[src/inc/erd_consts.svh]
// Constants for the egress reclassification and drop-eligible marker.
// Assumes a single 40 MHz clock and a 32-bit AXI4-Lite register port.
//
// Notes on behaviour
// - Egress overrides use IP header matches only
// - Quintuple beats precedence/DSCP when several match
// - Unset quintuple parameters keep precedence/DSCP value
// - DSCP entry replaces a matching precedence entry
// - Unoverridden parameters keep the ingress result
// - Overrides disabled: silently ignored, no error
// - Tag priority: three bits, separate DE
// - DE zero: committed traffic, not discard eligible
// - DE one: excess traffic, dropped first
// - DE unused: send zero, ignore on receive
// - Service tag DE bit follows same meaning
// - Backbone tag DE wins over service tag
// - Backbone encapsulation marks both DE bits
// - Access ingress may take profile from DE
// - Metering exceed also turns packets out-of-profile
// - Backbone egress copies DE into tunnel fields
// - Backbone ingress maps DE to internal profile
// - Egress priority marked from profile and class
// - Ingress classifies on priority with DE
// - Egress marking uses overridden class and profile
// - Ingress remark decision ignores egress overrides
`ifndef ERD_CONSTS_SVH
`define ERD_CONSTS_SVH

// ----------------------------------------
// Register byte offsets and table bases (address bits [7:5])
// ----------------------------------------
`define ERD_CTRL_OFS 8'h00
`define ERD_STAT_OFS 8'h04
`define ERD_PCP_IN_OFS 8'h08
`define ERD_PCP_OUT_OFS 8'h0c
`define ERD_EXP_IN_OFS 8'h10
`define ERD_EXP_OUT_OFS 8'h14
`define ERD_CLS_OFS 8'h18
`define ERD_PREC_BASE 3'h1
`define ERD_DSCP_BASE 3'h2

// ----------------------------------------
// Fields and reset values
// ----------------------------------------
`define ERD_CTRL_OVR 0
`define ERD_CTRL_DE_TX 1
`define ERD_CTRL_DE_RX 2
`define ERD_ENT_EN 8
`define ERD_ENT_FC_LO 9
`define ERD_ENT_FC_SET 12
`define ERD_ENT_PR_SET 13
`define ERD_ENT_PR 14
`define ERD_TAG_DE 12
`define ERD_CTRL_RST 32'h0000_0007
`define ERD_MAP_RST 32'h00fa_c688
`define ERD_RESP_OKAY 2'h0
`define ERD_RESP_SLVERR 2'h2

`endif

[src/inc/erd_pkg.sv]
// Types for the egress reclassification and drop-eligible marker.
// Assumes erd_consts.svh carries all numeric constants.
package erd_pkg;
   typedef enum logic [1:0] {
      ERD_ACC_IN = 2'b00,
      ERD_BB_IN = 2'b01,
      ERD_ACC_OUT = 2'b10,
      ERD_BB_OUT = 2'b11
   } erd_dir_t;
endpackage

[src/hw/erd_marker.sv]
// Per-packet class/profile resolution and tag DE/priority marking.
// Assumes upstream supplies parsed tag, ToS byte and quintuple match result.
`include "erd_consts.svh"

module erd_marker import erd_pkg::*; (
   input wire logic aclk,
   input wire logic aresetn,
   input wire logic [7:0] s_axi_awaddr,
   input wire logic s_axi_awvalid,
   output logic s_axi_awready,
   input wire logic [31:0] s_axi_wdata,
   input wire logic [3:0] s_axi_wstrb,
   input wire logic s_axi_wvalid,
   output logic s_axi_wready,
   output logic [1:0] s_axi_bresp,
   output logic s_axi_bvalid,
   input wire logic s_axi_bready,
   input wire logic [7:0] s_axi_araddr,
   input wire logic s_axi_arvalid,
   output logic s_axi_arready,
   output logic [31:0] s_axi_rdata,
   output logic [1:0] s_axi_rresp,
   output logic s_axi_rvalid,
   input wire logic s_axi_rready,
   input wire logic in_valid,
   output logic in_ready,
   input wire erd_dir_t in_dir,
   input wire logic [2:0] in_fc,
   input wire logic in_prof,
   input wire logic in_remark,
   input wire logic in_is_ip,
   input wire logic [7:0] in_tos,
   input wire logic in_q5_hit,
   input wire logic in_q5_fc_set,
   input wire logic [2:0] in_q5_fc,
   input wire logic in_q5_prof_set,
   input wire logic in_q5_prof,
   input wire logic [15:0] in_tci,
   input wire logic in_has_bvid,
   input wire logic in_has_itag,
   input wire logic in_idei,
   input wire logic in_exceed,
   output logic out_valid,
   input wire logic out_ready,
   output erd_dir_t out_dir,
   output logic [2:0] out_fc,
   output logic out_prof,
   output logic [15:0] out_tci,
   output logic out_idei,
   output logic [2:0] out_exp
);

   // ----------------------------------------
   // Helpers
   // ----------------------------------------
   function automatic logic [2:0] erd_lookup(input logic [31:0] map, input logic [2:0] idx);
      erd_lookup = map[idx*3 +: 3];
   endfunction

   function automatic logic [31:0] erd_merge(input logic [31:0] old, input logic [31:0] nw,
                                             input logic [3:0] strb);
      logic [31:0] res;
      res = old;
      for (int b = 0; b < 4; b++) begin
         if (strb[b]) begin
            res[b*8 +: 8] = nw[b*8 +: 8];
         end
      end
      erd_merge = res;
   endfunction

   // ----------------------------------------
   // Register file
   // ----------------------------------------
   logic [31:0] ctrl_ff, pcp_in_ff, pcp_out_ff, exp_in_ff, exp_out_ff, cls_ff, cnt_ff;
   logic [14:0] prec_ff [8];
   logic [14:0] dscp_ff [8];
   logic bvalid_ff, rvalid_ff;
   logic [1:0] bresp_ff, rresp_ff;
   logic [31:0] rdata_ff;
   logic wr_go, rd_go, wr_map;
   logic [31:0] nxt_rdata;
   logic nxt_rmap;

   // Both halves of a write are taken together so address and data never split
   assign wr_go = s_axi_awvalid && s_axi_wvalid && !bvalid_ff;
   assign rd_go = s_axi_arvalid && !rvalid_ff;
   assign s_axi_awready = wr_go;
   assign s_axi_wready = wr_go;
   assign s_axi_arready = rd_go;
   assign s_axi_bvalid = bvalid_ff;
   assign s_axi_bresp = bresp_ff;
   assign s_axi_rvalid = rvalid_ff;
   assign s_axi_rresp = rresp_ff;
   assign s_axi_rdata = rdata_ff;

   always_comb begin
      wr_map = 1'b1;
      case (s_axi_awaddr)
         `ERD_CTRL_OFS, `ERD_PCP_IN_OFS, `ERD_PCP_OUT_OFS, `ERD_EXP_IN_OFS,
         `ERD_EXP_OUT_OFS, `ERD_CLS_OFS: wr_map = 1'b1;
         default: wr_map = (s_axi_awaddr[7:5] == `ERD_PREC_BASE) || (s_axi_awaddr[7:5] == `ERD_DSCP_BASE);
      endcase
   end

   always_ff @(posedge aclk) begin
      if (!aresetn) begin
         ctrl_ff <= `ERD_CTRL_RST;
         pcp_in_ff <= `ERD_MAP_RST;
         pcp_out_ff <= `ERD_MAP_RST;
         exp_in_ff <= `ERD_MAP_RST;
         exp_out_ff <= `ERD_MAP_RST;
         cls_ff <= `ERD_MAP_RST;
      end else if (wr_go) begin
         case (s_axi_awaddr)
            `ERD_CTRL_OFS: ctrl_ff <= erd_merge(ctrl_ff, s_axi_wdata, s_axi_wstrb) & 32'h0000_0007;
            `ERD_PCP_IN_OFS: pcp_in_ff <= erd_merge(pcp_in_ff, s_axi_wdata, s_axi_wstrb) & 32'h00ff_ffff;
            `ERD_PCP_OUT_OFS: pcp_out_ff <= erd_merge(pcp_out_ff, s_axi_wdata, s_axi_wstrb) & 32'h00ff_ffff;
            `ERD_EXP_IN_OFS: exp_in_ff <= erd_merge(exp_in_ff, s_axi_wdata, s_axi_wstrb) & 32'h00ff_ffff;
            `ERD_EXP_OUT_OFS: exp_out_ff <= erd_merge(exp_out_ff, s_axi_wdata, s_axi_wstrb) & 32'h00ff_ffff;
            `ERD_CLS_OFS: cls_ff <= erd_merge(cls_ff, s_axi_wdata, s_axi_wstrb) & 32'h00ff_ffff;
            default: ;
         endcase
      end
   end

   // Match tables: precedence entry i matches precedence value i
   always_ff @(posedge aclk) begin
      if (!aresetn) begin
         for (int i = 0; i < 8; i++) begin
            prec_ff[i] <= 15'h0000;
            dscp_ff[i] <= 15'h0000;
         end
      end else if (wr_go) begin
         if (s_axi_awaddr[7:5] == `ERD_PREC_BASE) begin
            prec_ff[s_axi_awaddr[4:2]] <= 15'(erd_merge({17'h00000, prec_ff[s_axi_awaddr[4:2]]},
                                                        s_axi_wdata, s_axi_wstrb) & 32'h0000_7f00);
         end
         if (s_axi_awaddr[7:5] == `ERD_DSCP_BASE) begin
            dscp_ff[s_axi_awaddr[4:2]] <= 15'(erd_merge({17'h00000, dscp_ff[s_axi_awaddr[4:2]]},
                                                        s_axi_wdata, s_axi_wstrb) & 32'h0000_7f3f);
         end
      end
   end

   always_ff @(posedge aclk) begin
      if (!aresetn) begin
         bvalid_ff <= 1'b0;
         bresp_ff <= `ERD_RESP_OKAY;
      end else if (wr_go) begin
         bvalid_ff <= 1'b1;
         bresp_ff <= wr_map ? `ERD_RESP_OKAY : `ERD_RESP_SLVERR;
      end else if (s_axi_bready) begin
         bvalid_ff <= 1'b0;
      end
   end

   always_comb begin
      nxt_rdata = 32'h0000_0000;
      nxt_rmap = 1'b1;
      case (s_axi_araddr)
         `ERD_CTRL_OFS: nxt_rdata = ctrl_ff;
         `ERD_STAT_OFS: nxt_rdata = cnt_ff;
         `ERD_PCP_IN_OFS: nxt_rdata = pcp_in_ff;
         `ERD_PCP_OUT_OFS: nxt_rdata = pcp_out_ff;
         `ERD_EXP_IN_OFS: nxt_rdata = exp_in_ff;
         `ERD_EXP_OUT_OFS: nxt_rdata = exp_out_ff;
         `ERD_CLS_OFS: nxt_rdata = cls_ff;
         default: begin
            if (s_axi_araddr[7:5] == `ERD_PREC_BASE) begin
               nxt_rdata = {17'h00000, prec_ff[s_axi_araddr[4:2]]};
            end else if (s_axi_araddr[7:5] == `ERD_DSCP_BASE) begin
               nxt_rdata = {17'h00000, dscp_ff[s_axi_araddr[4:2]]};
            end else begin
               nxt_rmap = 1'b0;
            end
         end
      endcase
   end

   always_ff @(posedge aclk) begin
      if (!aresetn) begin
         rvalid_ff <= 1'b0;
         rdata_ff <= 32'h0000_0000;
         rresp_ff <= `ERD_RESP_OKAY;
      end else if (rd_go) begin
         rvalid_ff <= 1'b1;
         rdata_ff <= nxt_rdata;
         rresp_ff <= nxt_rmap ? `ERD_RESP_OKAY : `ERD_RESP_SLVERR;
      end else if (s_axi_rready) begin
         rvalid_ff <= 1'b0;
      end
   end

   // ----------------------------------------
   // Class and profile resolution
   // ----------------------------------------
   logic in_fire, ovr, ingress, d_hit, e_hit, rx_de, mark_prof, tx_de;
   logic [2:0] d_idx, fc, mark_fc;
   logic prof;
   logic [14:0] ent;

   assign in_ready = out_ready || !out_valid;
   assign in_fire = in_valid && in_ready;
   assign ingress = (in_dir == ERD_ACC_IN) || (in_dir == ERD_BB_IN);
   // Only egress toward the access side with IP headers may be overridden; else silently untouched
   assign ovr = ctrl_ff[`ERD_CTRL_OVR] && (in_dir == ERD_ACC_OUT) && in_is_ip;

   always_comb begin
      d_hit = 1'b0;
      d_idx = 3'h0;
      for (int i = 7; i >= 0; i--) begin
         if (dscp_ff[i][`ERD_ENT_EN] && (dscp_ff[i][5:0] == in_tos[7:2])) begin
            d_hit = 1'b1;
            d_idx = 3'(i);
         end
      end
   end

   // A DSCP hit replaces the precedence entry wholesale
   assign ent = d_hit ? dscp_ff[d_idx] : prec_ff[in_tos[7:5]];
   assign e_hit = d_hit || prec_ff[in_tos[7:5]][`ERD_ENT_EN];
   // Backbone tag first, service tag only when no backbone tag is present
   assign rx_de = (in_has_itag && !in_has_bvid) ? in_idei : in_tci[`ERD_TAG_DE];

   always_comb begin
      fc = in_fc;
      prof = in_prof;
      if (ingress) begin
         fc = erd_lookup(cls_ff, in_tci[15:13]);
         prof = !(ctrl_ff[`ERD_CTRL_DE_RX] && rx_de) && !in_exceed;
      end else begin
         if (ovr && e_hit) begin
            if (ent[`ERD_ENT_FC_SET]) begin
               fc = ent[`ERD_ENT_FC_LO +: 3];
            end
            if (ent[`ERD_ENT_PR_SET]) begin
               prof = ent[`ERD_ENT_PR];
            end
         end
         // Quintuple applied last so it has the final word; unset fields pass through
         if (ovr && in_q5_hit) begin
            if (in_q5_fc_set) begin
               fc = in_q5_fc;
            end
            if (in_q5_prof_set) begin
               prof = in_q5_prof;
            end
         end
      end
   end

   // Ingress remark fixes marking to the ingress result
   assign mark_fc = in_remark ? in_fc : fc;
   assign mark_prof = in_remark ? in_prof : prof;
   assign tx_de = ctrl_ff[`ERD_CTRL_DE_TX] && !mark_prof;

   // ----------------------------------------
   // Output stage
   // ----------------------------------------
   always_ff @(posedge aclk) begin
      if (!aresetn) begin
         out_valid <= 1'b0;
      end else if (in_ready) begin
         out_valid <= in_valid;
      end
   end

   always_ff @(posedge aclk) begin
      if (!aresetn) begin
         out_dir <= ERD_ACC_IN;
         out_fc <= 3'h0;
         out_prof <= 1'b0;
         out_tci <= 16'h0000;
         out_idei <= 1'b0;
         out_exp <= 3'h0;
      end else if (in_fire) begin
         out_dir <= in_dir;
         out_fc <= fc;
         out_prof <= prof;
         out_exp <= mark_prof ? erd_lookup(exp_in_ff, mark_fc) : erd_lookup(exp_out_ff, mark_fc);
         if (ingress) begin
            out_tci <= in_tci;
            out_idei <= in_idei;
         end else begin
            out_tci <= {mark_prof ? erd_lookup(pcp_in_ff, mark_fc) : erd_lookup(pcp_out_ff, mark_fc),
                        tx_de, in_tci[11:0]};
            out_idei <= in_has_itag ? tx_de : in_idei;
         end
      end
   end

   // Packets seen, wraps; visible in the status register
   always_ff @(posedge aclk) begin
      if (!aresetn) begin
         cnt_ff <= 32'h0000_0000;
      end else if (in_fire) begin
         cnt_ff <= cnt_ff + 32'h0000_0001;
      end
   end
endmodule

[config.mk]
export PLATFORM = sky130hd
export DESIGN_NAME = erd_marker
export DESIGN_NICKNAME = d
export VERILOG_FILES = /design/src/inc/erd_pkg.sv /design/src/hw/erd_marker.sv
export VERILOG_INCLUDE_DIRS = /design/src /design/src/inc
export SDC_FILE = /design/constraint.sdc
export NUM_CORES = 1
export LEC_CHECK = 0
export BUFFER_PORTS_ARGS = -buffer_cell sky130_fd_sc_hd__clkbuf_2
export CORE_MARGIN = 2
export CORE_UTILIZATION = 50
export CTS_CLUSTER_SIZE = 20
export DETAILED_ROUTE_END_ITERATION = 7
export PLACE_DENSITY = 0.74
export REMOVE_ABC_BUFFERS = 1
export SYNTH_ARGS = -nofsm -noshare
export SYNTH_HDL_FRONTEND = slang
export SYNTH_SLANG_ARGS = --single-unit
[constraint.sdc]
create_clock -name aclk -period 10.5 [get_ports aclk]
set_clock_uncertainty 0.2 [all_clocks]
set_input_delay 0.525 -clock aclk [delete_from_list [all_inputs] [get_ports aclk]]
set_output_delay 0.525 -clock aclk [all_outputs]
set_load 0.02 [all_outputs]
* Word-level counts from Yosys, hierarchy flattened
Memory sizes are Yosys's and may differ from the RTL's.
Cells that the tools add are included.
** Storage, ports and cells
- Memories kept :: 2
- Output and inout bits :: 69
- Input bits :: 104
- Register bits after elaboration :: 220
- RAM bits :: 160
** Cells by class
- Muxes and demuxes :: 75
- Reduce and logical (&&, ||, !) cells :: 59
- $add $sub $neg :: 1
- Shifts and indexed selects :: 5
- Eq/ne operators :: 28
- Multiply operators :: 2
** Memory list
- dscp_ff :: depth 8, width 13, read ports 10, clocked after Yosys merged registers in 0, write ports 8, RTL line erd_marker.sv:77 : logic [14:0] dscp_ff [8];
- prec_ff :: depth 8, width 7, read ports 2, clocked after Yosys merged registers in 0, write ports 8, RTL line erd_marker.sv:76 : logic [14:0] prec_ff [8];
** Operator list (count)
- $pmux W32 S7 :: 1
- $shiftx A32 B6 Y3 :: 5
- $mux W7 :: 9
- $mux W3 :: 18
- $eq A6 B6 Y1 :: 8
- $eq A8 B5 Y1 const B :: 6
- $reduce_and A3 Y1 :: 16
- $mux W15 :: 3
- $mux W1 :: 35
- $add A32 B1 Y32 const B :: 1
- $eq A8 B4 Y1 const B :: 4
- $mux W6 :: 4
- $logic_and A1 B1 Y1 :: 20
- $logic_not A8 Y1 :: 2
- $mux W16 :: 1
- $reduce_or A7 Y1 :: 2
- $mux W13 :: 1
- $reduce_or A13 Y1 :: 1
- $ne A4 B4 Y1 const B :: 3
- $mul A3 B2 Y5 const B :: 2
- $eq A8 B3 Y1 const B :: 1
- $logic_not A1 Y1 :: 7
- $eq A3 B1 Y1 const B :: 2
- $eq A3 B2 Y1 const B :: 2
- other kinds (8) :: 16

* Logic depth before layout (Yosys ltp)
Gate-level depths: netlist of run 1.
An unclocked memory read counts as a cell.
- Depth after elaboration :: 23
- Mapped depth :: 18

* Worst setup path before layout of run 1
OpenSTA, ideal clock, no wires.
- Path type :: input to register
- Start :: input in_tos[4]
- End :: register out_tci[14]
- Library setup time :: 0.117 ns
- Slack :: 6.332 ns
- Stages :: 14
- Buffers on the path :: 3
- Data arrival time :: 3.851 ns
- Cell sequence :: buf_4 -> xor2_1 -> or4_1 -> a211oi_2 -> or4_1 -> o211ai_1 -> o21a_1 -> or4b_1 -> buf_2 -> o221a_2 -> buf_2 -> nor2_1 -> a22oi_1 -> a22o_1
** Between the ends
- Cells in the longest elaborated chain, start to end :: 22
- Elaborated cells between the ends (all ways) :: 53
** RTL lines
- start: declaration :: RTL line erd_marker.sv:32 : input wire logic [7:0] in_tos,
- $eq A6 B6 Y1 :: RTL line erd_marker.sv:213 : if (dscp_ff[i][`ERD_ENT_EN] && (dscp_ff[i][5:0] == in_tos[7:2])) begin
- $logic_and A1 B1 Y1 :: RTL line erd_marker.sv:213
- $mux W3 (8 in a row) :: RTL line erd_marker.sv:213
- $mem_v2 Z8 W13
- $mux W15 :: RTL line erd_marker.sv:221 : assign ent = d_hit ? dscp_ff[d_idx] : prec_ff[in_tos[7:5]];
- $mux W3 :: RTL line erd_marker.sv:234 : if (ent[`ERD_ENT_FC_SET]) begin
- $mux W3 :: RTL line erd_marker.sv:233 : if (ovr && e_hit) begin
- $mux W3 :: RTL line erd_marker.sv:243 : if (in_q5_fc_set) begin
- $mux W3 :: RTL line erd_marker.sv:242 : if (ovr && in_q5_hit) begin
- $mux W3 :: RTL line erd_marker.sv:229 : if (ingress) begin
- $mux W3 :: RTL line erd_marker.sv:254 : assign mark_fc = in_remark ? in_fc : fc;
- $mul A3 B2 Y5 :: RTL line erd_marker.sv:57 : erd_lookup = map[idx*3 +: 3];
- $shiftx A32 B6 Y3 :: RTL line erd_marker.sv:57
- $mux W3 (*) :: RTL line erd_marker.sv:286 : out_tci <= {mark_prof ? erd_lookup(pcp_in_ff, mark_fc) : erd_lookup(pcp_out_ff, mark_fc),
- $mux W16 (*) :: RTL line erd_marker.sv:282 : if (ingress) begin
- end signal: assignment :: RTL line erd_marker.sv:283 : out_tci <= in_tci;
- end signal: assignment :: RTL line erd_marker.sv:286
- end: declaration :: RTL line erd_marker.sv:48 : output logic [15:0] out_tci,
Mark *: on every way between the ends. The rest lies on a longest branch, timed or not.
A chain may end at the register's enable or synchronous reset.

* Worst setup path in the final report of run 1
- Start :: input in_tos[5]
- End :: register out_tci[14]
The elaborated chain is that of the path after synthesis.

==> results of run 1 <==
## layer usage
layer	track usage	wire length (µm)
met1	0.397	25000
met2	0.483	29100
met3	0.0559	5860
met4	0.129	2690
met5	0	34
## area by class of cell
| cell class | count | area, µm² | share of cell area |
|---|---|---|---|
| clock buffer | 65 | 1280 | 0.0567 |
| clock inverter | 13 | 115 | 0.00510 |
| inverter | 13 | 48.8 | 0.00216 |
| multi-input combinational | 1350 | 10200 | 0.452 |
| sequential | 378 | 9170 | 0.407 |
| tap | 525 | 657 | 0.0291 |
| timing repair buffer | 193 | 1100 | 0.0486 |
## worst max-delay path: cells and delay by family
kind            cells  cell delay [ps]
compound gates      7             3040
simple gates        4             1010
buf+inv             1              680
xor+xnor            1              190
mux                 1              340
## kinds of logic after synthesis
group	share of synthesized area
xor gates and xnor gates	0.0325
other	0.000188
and+or+nand+nor	0.181
DFF	0.460
muxes	0.182
adders and majority gates	0.000627
AOI/OAI and AO/OA	0.114
buffers and inverters	0.0304
## path summary, 6_finish.rpt
check               endpoint  slack (ps)  cells after the start
min             s_axi_rvalid          30                      3
min reg2reg  s_axi_rdata[31]         270                      2
max              out_tci[14]        4950                     14
max reg2reg      out_tci[14]        5230                     12
## flip-flops by register name (all words and copies together), names as in the netlist, 16 cells and up
register     count
cls_ff          24
cnt_ff          32
dscp_ff        104
exp_in_ff       24
exp_out_ff      24
out_tci         16
pcp_in_ff       24
pcp_out_ff      24
prec_ff         56
s_axi_rdata     32
## cell usage in the layout (no fill, tap or decap), drive strengths merged, types with 36 or more instances in the layout
master and count:
edfxtp 160, dfxtp 218, and2 191, nand2 182, nor2b 80, clkbuf 222, xnor2 56, a21oi 40
nor2 67, a22oi 42, mux2i 198, o21ai 58, nand3 36, mux4 59
## repair_timing
action / 4_1_cts / 5_1_grt
setup buffers: 0 / 0
hold buffers: 15 / 0
endpoints found under the setup margin: 0 / 0
hold endpoints to repair: 15 / 0
gates resized for setup: 0 / 0
## report_power, final
group / switching (mW) / total [mW] / internal, mW
Combinational: 0.214 / 0.333 / 0.119
Sequential: 0.0222 / 1.58 / 1.56
Clock: 0.619 / 1.49 / 0.869
==> impl_metrics.toml, run 1 <==
[outcome]
status = "finished clean"

[pwr]
power_density_nw_per_um2 = 151
p_leak_nw = 8.50
ir_worst_vdd_uv = 117
power.total_mw = 3.40

[yosys]
synth_top_area_frac = 0.241
synth_edf_count = 160
ys_ff_latch = 378
synth_top_cell_by_area = "edfxtp_1"
synth_commonest_cells = "218 x dfxtp_1, 198 x mux2i_1, 190 x and2_1"
synthTopCellsByArea = "edfxtp_1 24%, dfxtp_1 22%, mux2i_1 9.9%"
synth_area_um2 = 19900
synthCells = 1868
synthFlopType = "dfxtp_1"
yosysMostFrequentCell = "dfxtp_1"
ys_warn_count = 0
async_flop_share = 0
seq_area_frac_synth = 0.460
syn_area_per_cell_um2 = 10.7
ys_types = 83

[placement]
portBuffers = 159
pre_cts_slack_ps = 4450
dpl.hpwl_mm = 43.8
gp_congestion = 0.980
place_inst = 2444
placed_area_um2 = 21000

[sta]
slew-limit-headroom = 0.144
slew_viol_final = 0
max_freq_mhz = 180
rsz0062_at_grt = "false"
setup_viol = 0
min_period_over_period = 0.529
finalHoldViolations = 0
min_period_ps = 5550
worst_pin_slew_ps = 1280
hold-worst-slack_ps = 31.1
fin_ws_ps = 4950
tns_ps = 0

[worst_hold_path]
hp-start = "s_axi_rready"
hp-class = "input pin to flop"

[flow_run]
cap_viol_max_count = 0

[floorplan]
die_h_um = 204
rows = 73
io_pins = 173
core_area_um2 = 39500
design.die.area_um2 = 41500
initial_core_util = 0.504
die_w_um = 204

[worst_setup_path]
crit_chain = "clkbuf_2, xnor2_1, nand4_1, or4_1, o211ai_1, nand2_2, mux2_2, o221ai_2, a311o_1, o21a_2, nor2b_1, a2111oi_0, a2111oi_1, a22o_1"
arrival_ps = 5830
critPathMaxStageDelay_ps = 910
required_ps = 10780
r2r-start = "dscp_ff[7][2]"
startpoint_type = "input pin"
crit_path_end_kind = "flop"
startpoint = "in_tos[5]"
slowest_stage = "o21a_2"
worstPathMaxFanout = 38
crit_type = "input pin to flop"

[clock_network]
worstSkewPairLatency_ps = 590
clk_pin_slew_worst_paths_ps = 60
cts-root-buf = "clkbuf_16"
clkSinkCount = 378
h-tree-depth = 2
cts_buffer_depth = 3
cts_tree = "built"
numCtsBuffers = 42

[layout]
diodes = 0
design_area_um2 = 22600
fin_cells = 2537
utilization = 0.570
syn_to_final_growth_pct = 13.1
fillCellCount = 3326
final_nets = 2083
drive_above_1_share = 0.179

[global_route]
grt_max_degree = 108
grt.total_usage = 0.300
grt_overflow = 0
antenna_found_initial = 4
grt_pass1_vias = 15400
grt_pass1_wl_mm = 93.6

[route]
drt_first_pass_iters = 5
routed_wl_mm = 62.7
vias = 15900
post_drt_wl_per_cell_um = 24.7
drc = 0
vias_per_cell = 6.27
drt_iter0_drc = 1740
ant_nets = 0
(Power assumes the default switching activity.)
==> run 2: changes to the inputs <==
==> constraint.sdc (replaced) <==
create_clock -name aclk -period 5.52 [get_ports aclk]
set_clock_uncertainty 0.2 [all_clocks]
set_input_delay 0.276 -clock aclk [delete_from_list [all_inputs] [get_ports aclk]]
set_output_delay 0.276 -clock aclk [all_outputs]
set_load 0.02 [all_outputs]
==> impl_metrics.toml, run 2 (same netlist as run 1, synthesis figures left out) <==
[outcome]
status = "finished clean"

[route]
post_drt_wl_per_cell_um = 24.9
vias_per_cell = 6.31
ant_nets = 0
drt_iter0_drc = 1851
drt_first_pass_iters = 5
vias = 16200
routed_wl_mm = 63.7
drc = 0

[layout]
multiInputGateArea_um2 = 10200
drive_above_1_share = 0.178
seq_area_um2 = 9170
regMostFlops = "dscp_ff"
final_cell_mix = "218 x dfxtp_1, 198 x mux2i_1, 190 x and2_1, 181 x nand2_1, 160 x edfxtp_1"
fillCellCount = 3340
largest_reg_flops = 104
top_regs = "dscp_ff: 104 flops, prec_ff: 56 flops"
final_common_cell = "dfxtp_1"
syn_to_final_growth_pct = 14.1
final_nets = 2112

[flow_run]
cap_viol_max_count = 0

[worst_setup_path]
crit_chain = "xor2_1, or4_1, o211ai_1, nand2_2, mux2_2, o221ai_2, a311o_1, o21a_2, buf_4, mux2i_1, mux2i_1, a22oi_1, a31oi_1"
crit_path_end_kind = "flop"
critPathMaxStageDelay_ps = 630
startpoint_type = "flop"
slowest_stage = "o21a_2"
arrival_ps = 5190
required_ps = 5730
cpMostUsedCell = "mux2i_1"
crit_type = "flop to flop"
worstPathMaxFanout = 26

[global_route]
use_met1 = 0.397
grt.total_usage = 0.304
grtUsageMet3 = 0.0609
antenna_found_initial = 2
grt_pass1_vias = 15500
grt_max_degree = 93
globalRoute.busiestLayer = "met2"
grtUsageMet2 = 0.491
grt_overflow = 0
grt_pass1_wl_mm = 94.3

[sta]
min_period_ps = 4980
hold-worst-slack_ps = 50.4
worst_pin_slew_ps = 1250
slew_viol_final = 0
tns_ps = 0
finalHoldViolations = 0
slew-limit-headroom = 0.161
rsz0062_at_grt = "false"
min_period_over_period = 0.902
setup_viol = 0
max_freq_mhz = 201

[floorplan]
io_pins = 173
core_area_um2 = 39500
initial_core_util = 0.504
die_h_um = 204
die_w_um = 204
rows = 73
design.die.area_um2 = 41500

[clock_network]
post-cts-setup-buffers = 0
cts_buffer_depth = 3
worstSkewPairLatency_ps = 580
clk_pin_slew_worst_paths_ps = 60
clkSinkCount = 378
h-tree-depth = 2
numCtsBuffers = 41
cts-root-buf = "clkbuf_16"
cts_tree = "built"

[pwr]
power_density_nw_per_um2 = 280
ir_worst_vdd_uv = 272
p_leak_nw = 8.59

[placement]
portBuffers = 159
gp_congestion = 0.991
dpl.hpwl_mm = 44.6

[worst_hold_path]
hp-class = "input pin to flop"
-- run 2: area by class of cell --
class / count / share of cell area
Multi-Input combinational cell: 1350 / 0.448
Sequential cell: 378 / 0.403
Timing Repair Buffer: 223 / 0.0609
Clock buffer: 61 / 0.0538
Tap cell: 525 / 0.0289
Clock inverter: 11 / 0.00363
Inverter: 13 / 0.00214
Antenna cell: 1 / 0.000110
-- run 2: worst max-delay path: cells and delay by family, from the launching register on --
| kind | cells | cell delay [ps] |
|---|---|---|
| AOI/OAI and AO/OA | 6 | 2140 |
| and+or+nand+nor | 2 | 840 |
| muxes | 3 | 720 |
| DFF | 1 | 440 |
| buffers and inverters | 1 | 290 |
| xor gates and xnor gates | 1 | 180 |
-- run 2: path summary, 6_finish.rpt --
kind / start / to / slack (ps) / depth (start not counted)
hold reg to reg: out_tci[3] / out_tci[3] / 260 / 2
setup / recovery: dscp_ff[7][2] / out_exp[0] / 540 / 13
hold / removal: s_axi_wdata[1] / ctrl_ff[1] / 50 / 3
setup reg to reg: dscp_ff[7][2] / out_exp[0] / 540 / 13
-- run 2: repair_timing --
item	in CTS	in global routing
hold endpoints to repair	86	0
hold buffers	35	0
resized for setup	0	0
-- run 2: metrics by stage --
step / power, mW / instances / setup WS [ps] / util / instance area (µm²)
2_1_floorplan: 3.37 / 1741 / 990 / - / 19400
3_3_place_gp: 3.67 / 2454 / 566 / 0.533 / 21100
3_5_place_dp: 3.69 / 2454 / 357 / 0.533 / 21100
4_1_cts: 6.39 / 2561 / 607 / 0.575 / 22800
5_1_grt: 6.55 / 2561 / 395 / 0.575 / 22800
6_report: 6.38 / 2562 / 540 / 0.575 / 22800
-- run 2: per-layer routing --
metal | vias to the layer above | share of wire
met3 | 150 | 0.095
li1 | 7141 | -
met4 | 2 | 0.041
met5 | - | 0.00017
met1 | 7970 | 0.39
met2 | 909 | 0.47
-- run 2: power breakdown --
part	leakage (nW)	internal (mW)	switching [mW]
Sequential	3.49	2.96	0.0436
Combinational	4.46	0.242	0.413
Clock	0.641	1.58	1.14
Total	8.59	4.79	1.59
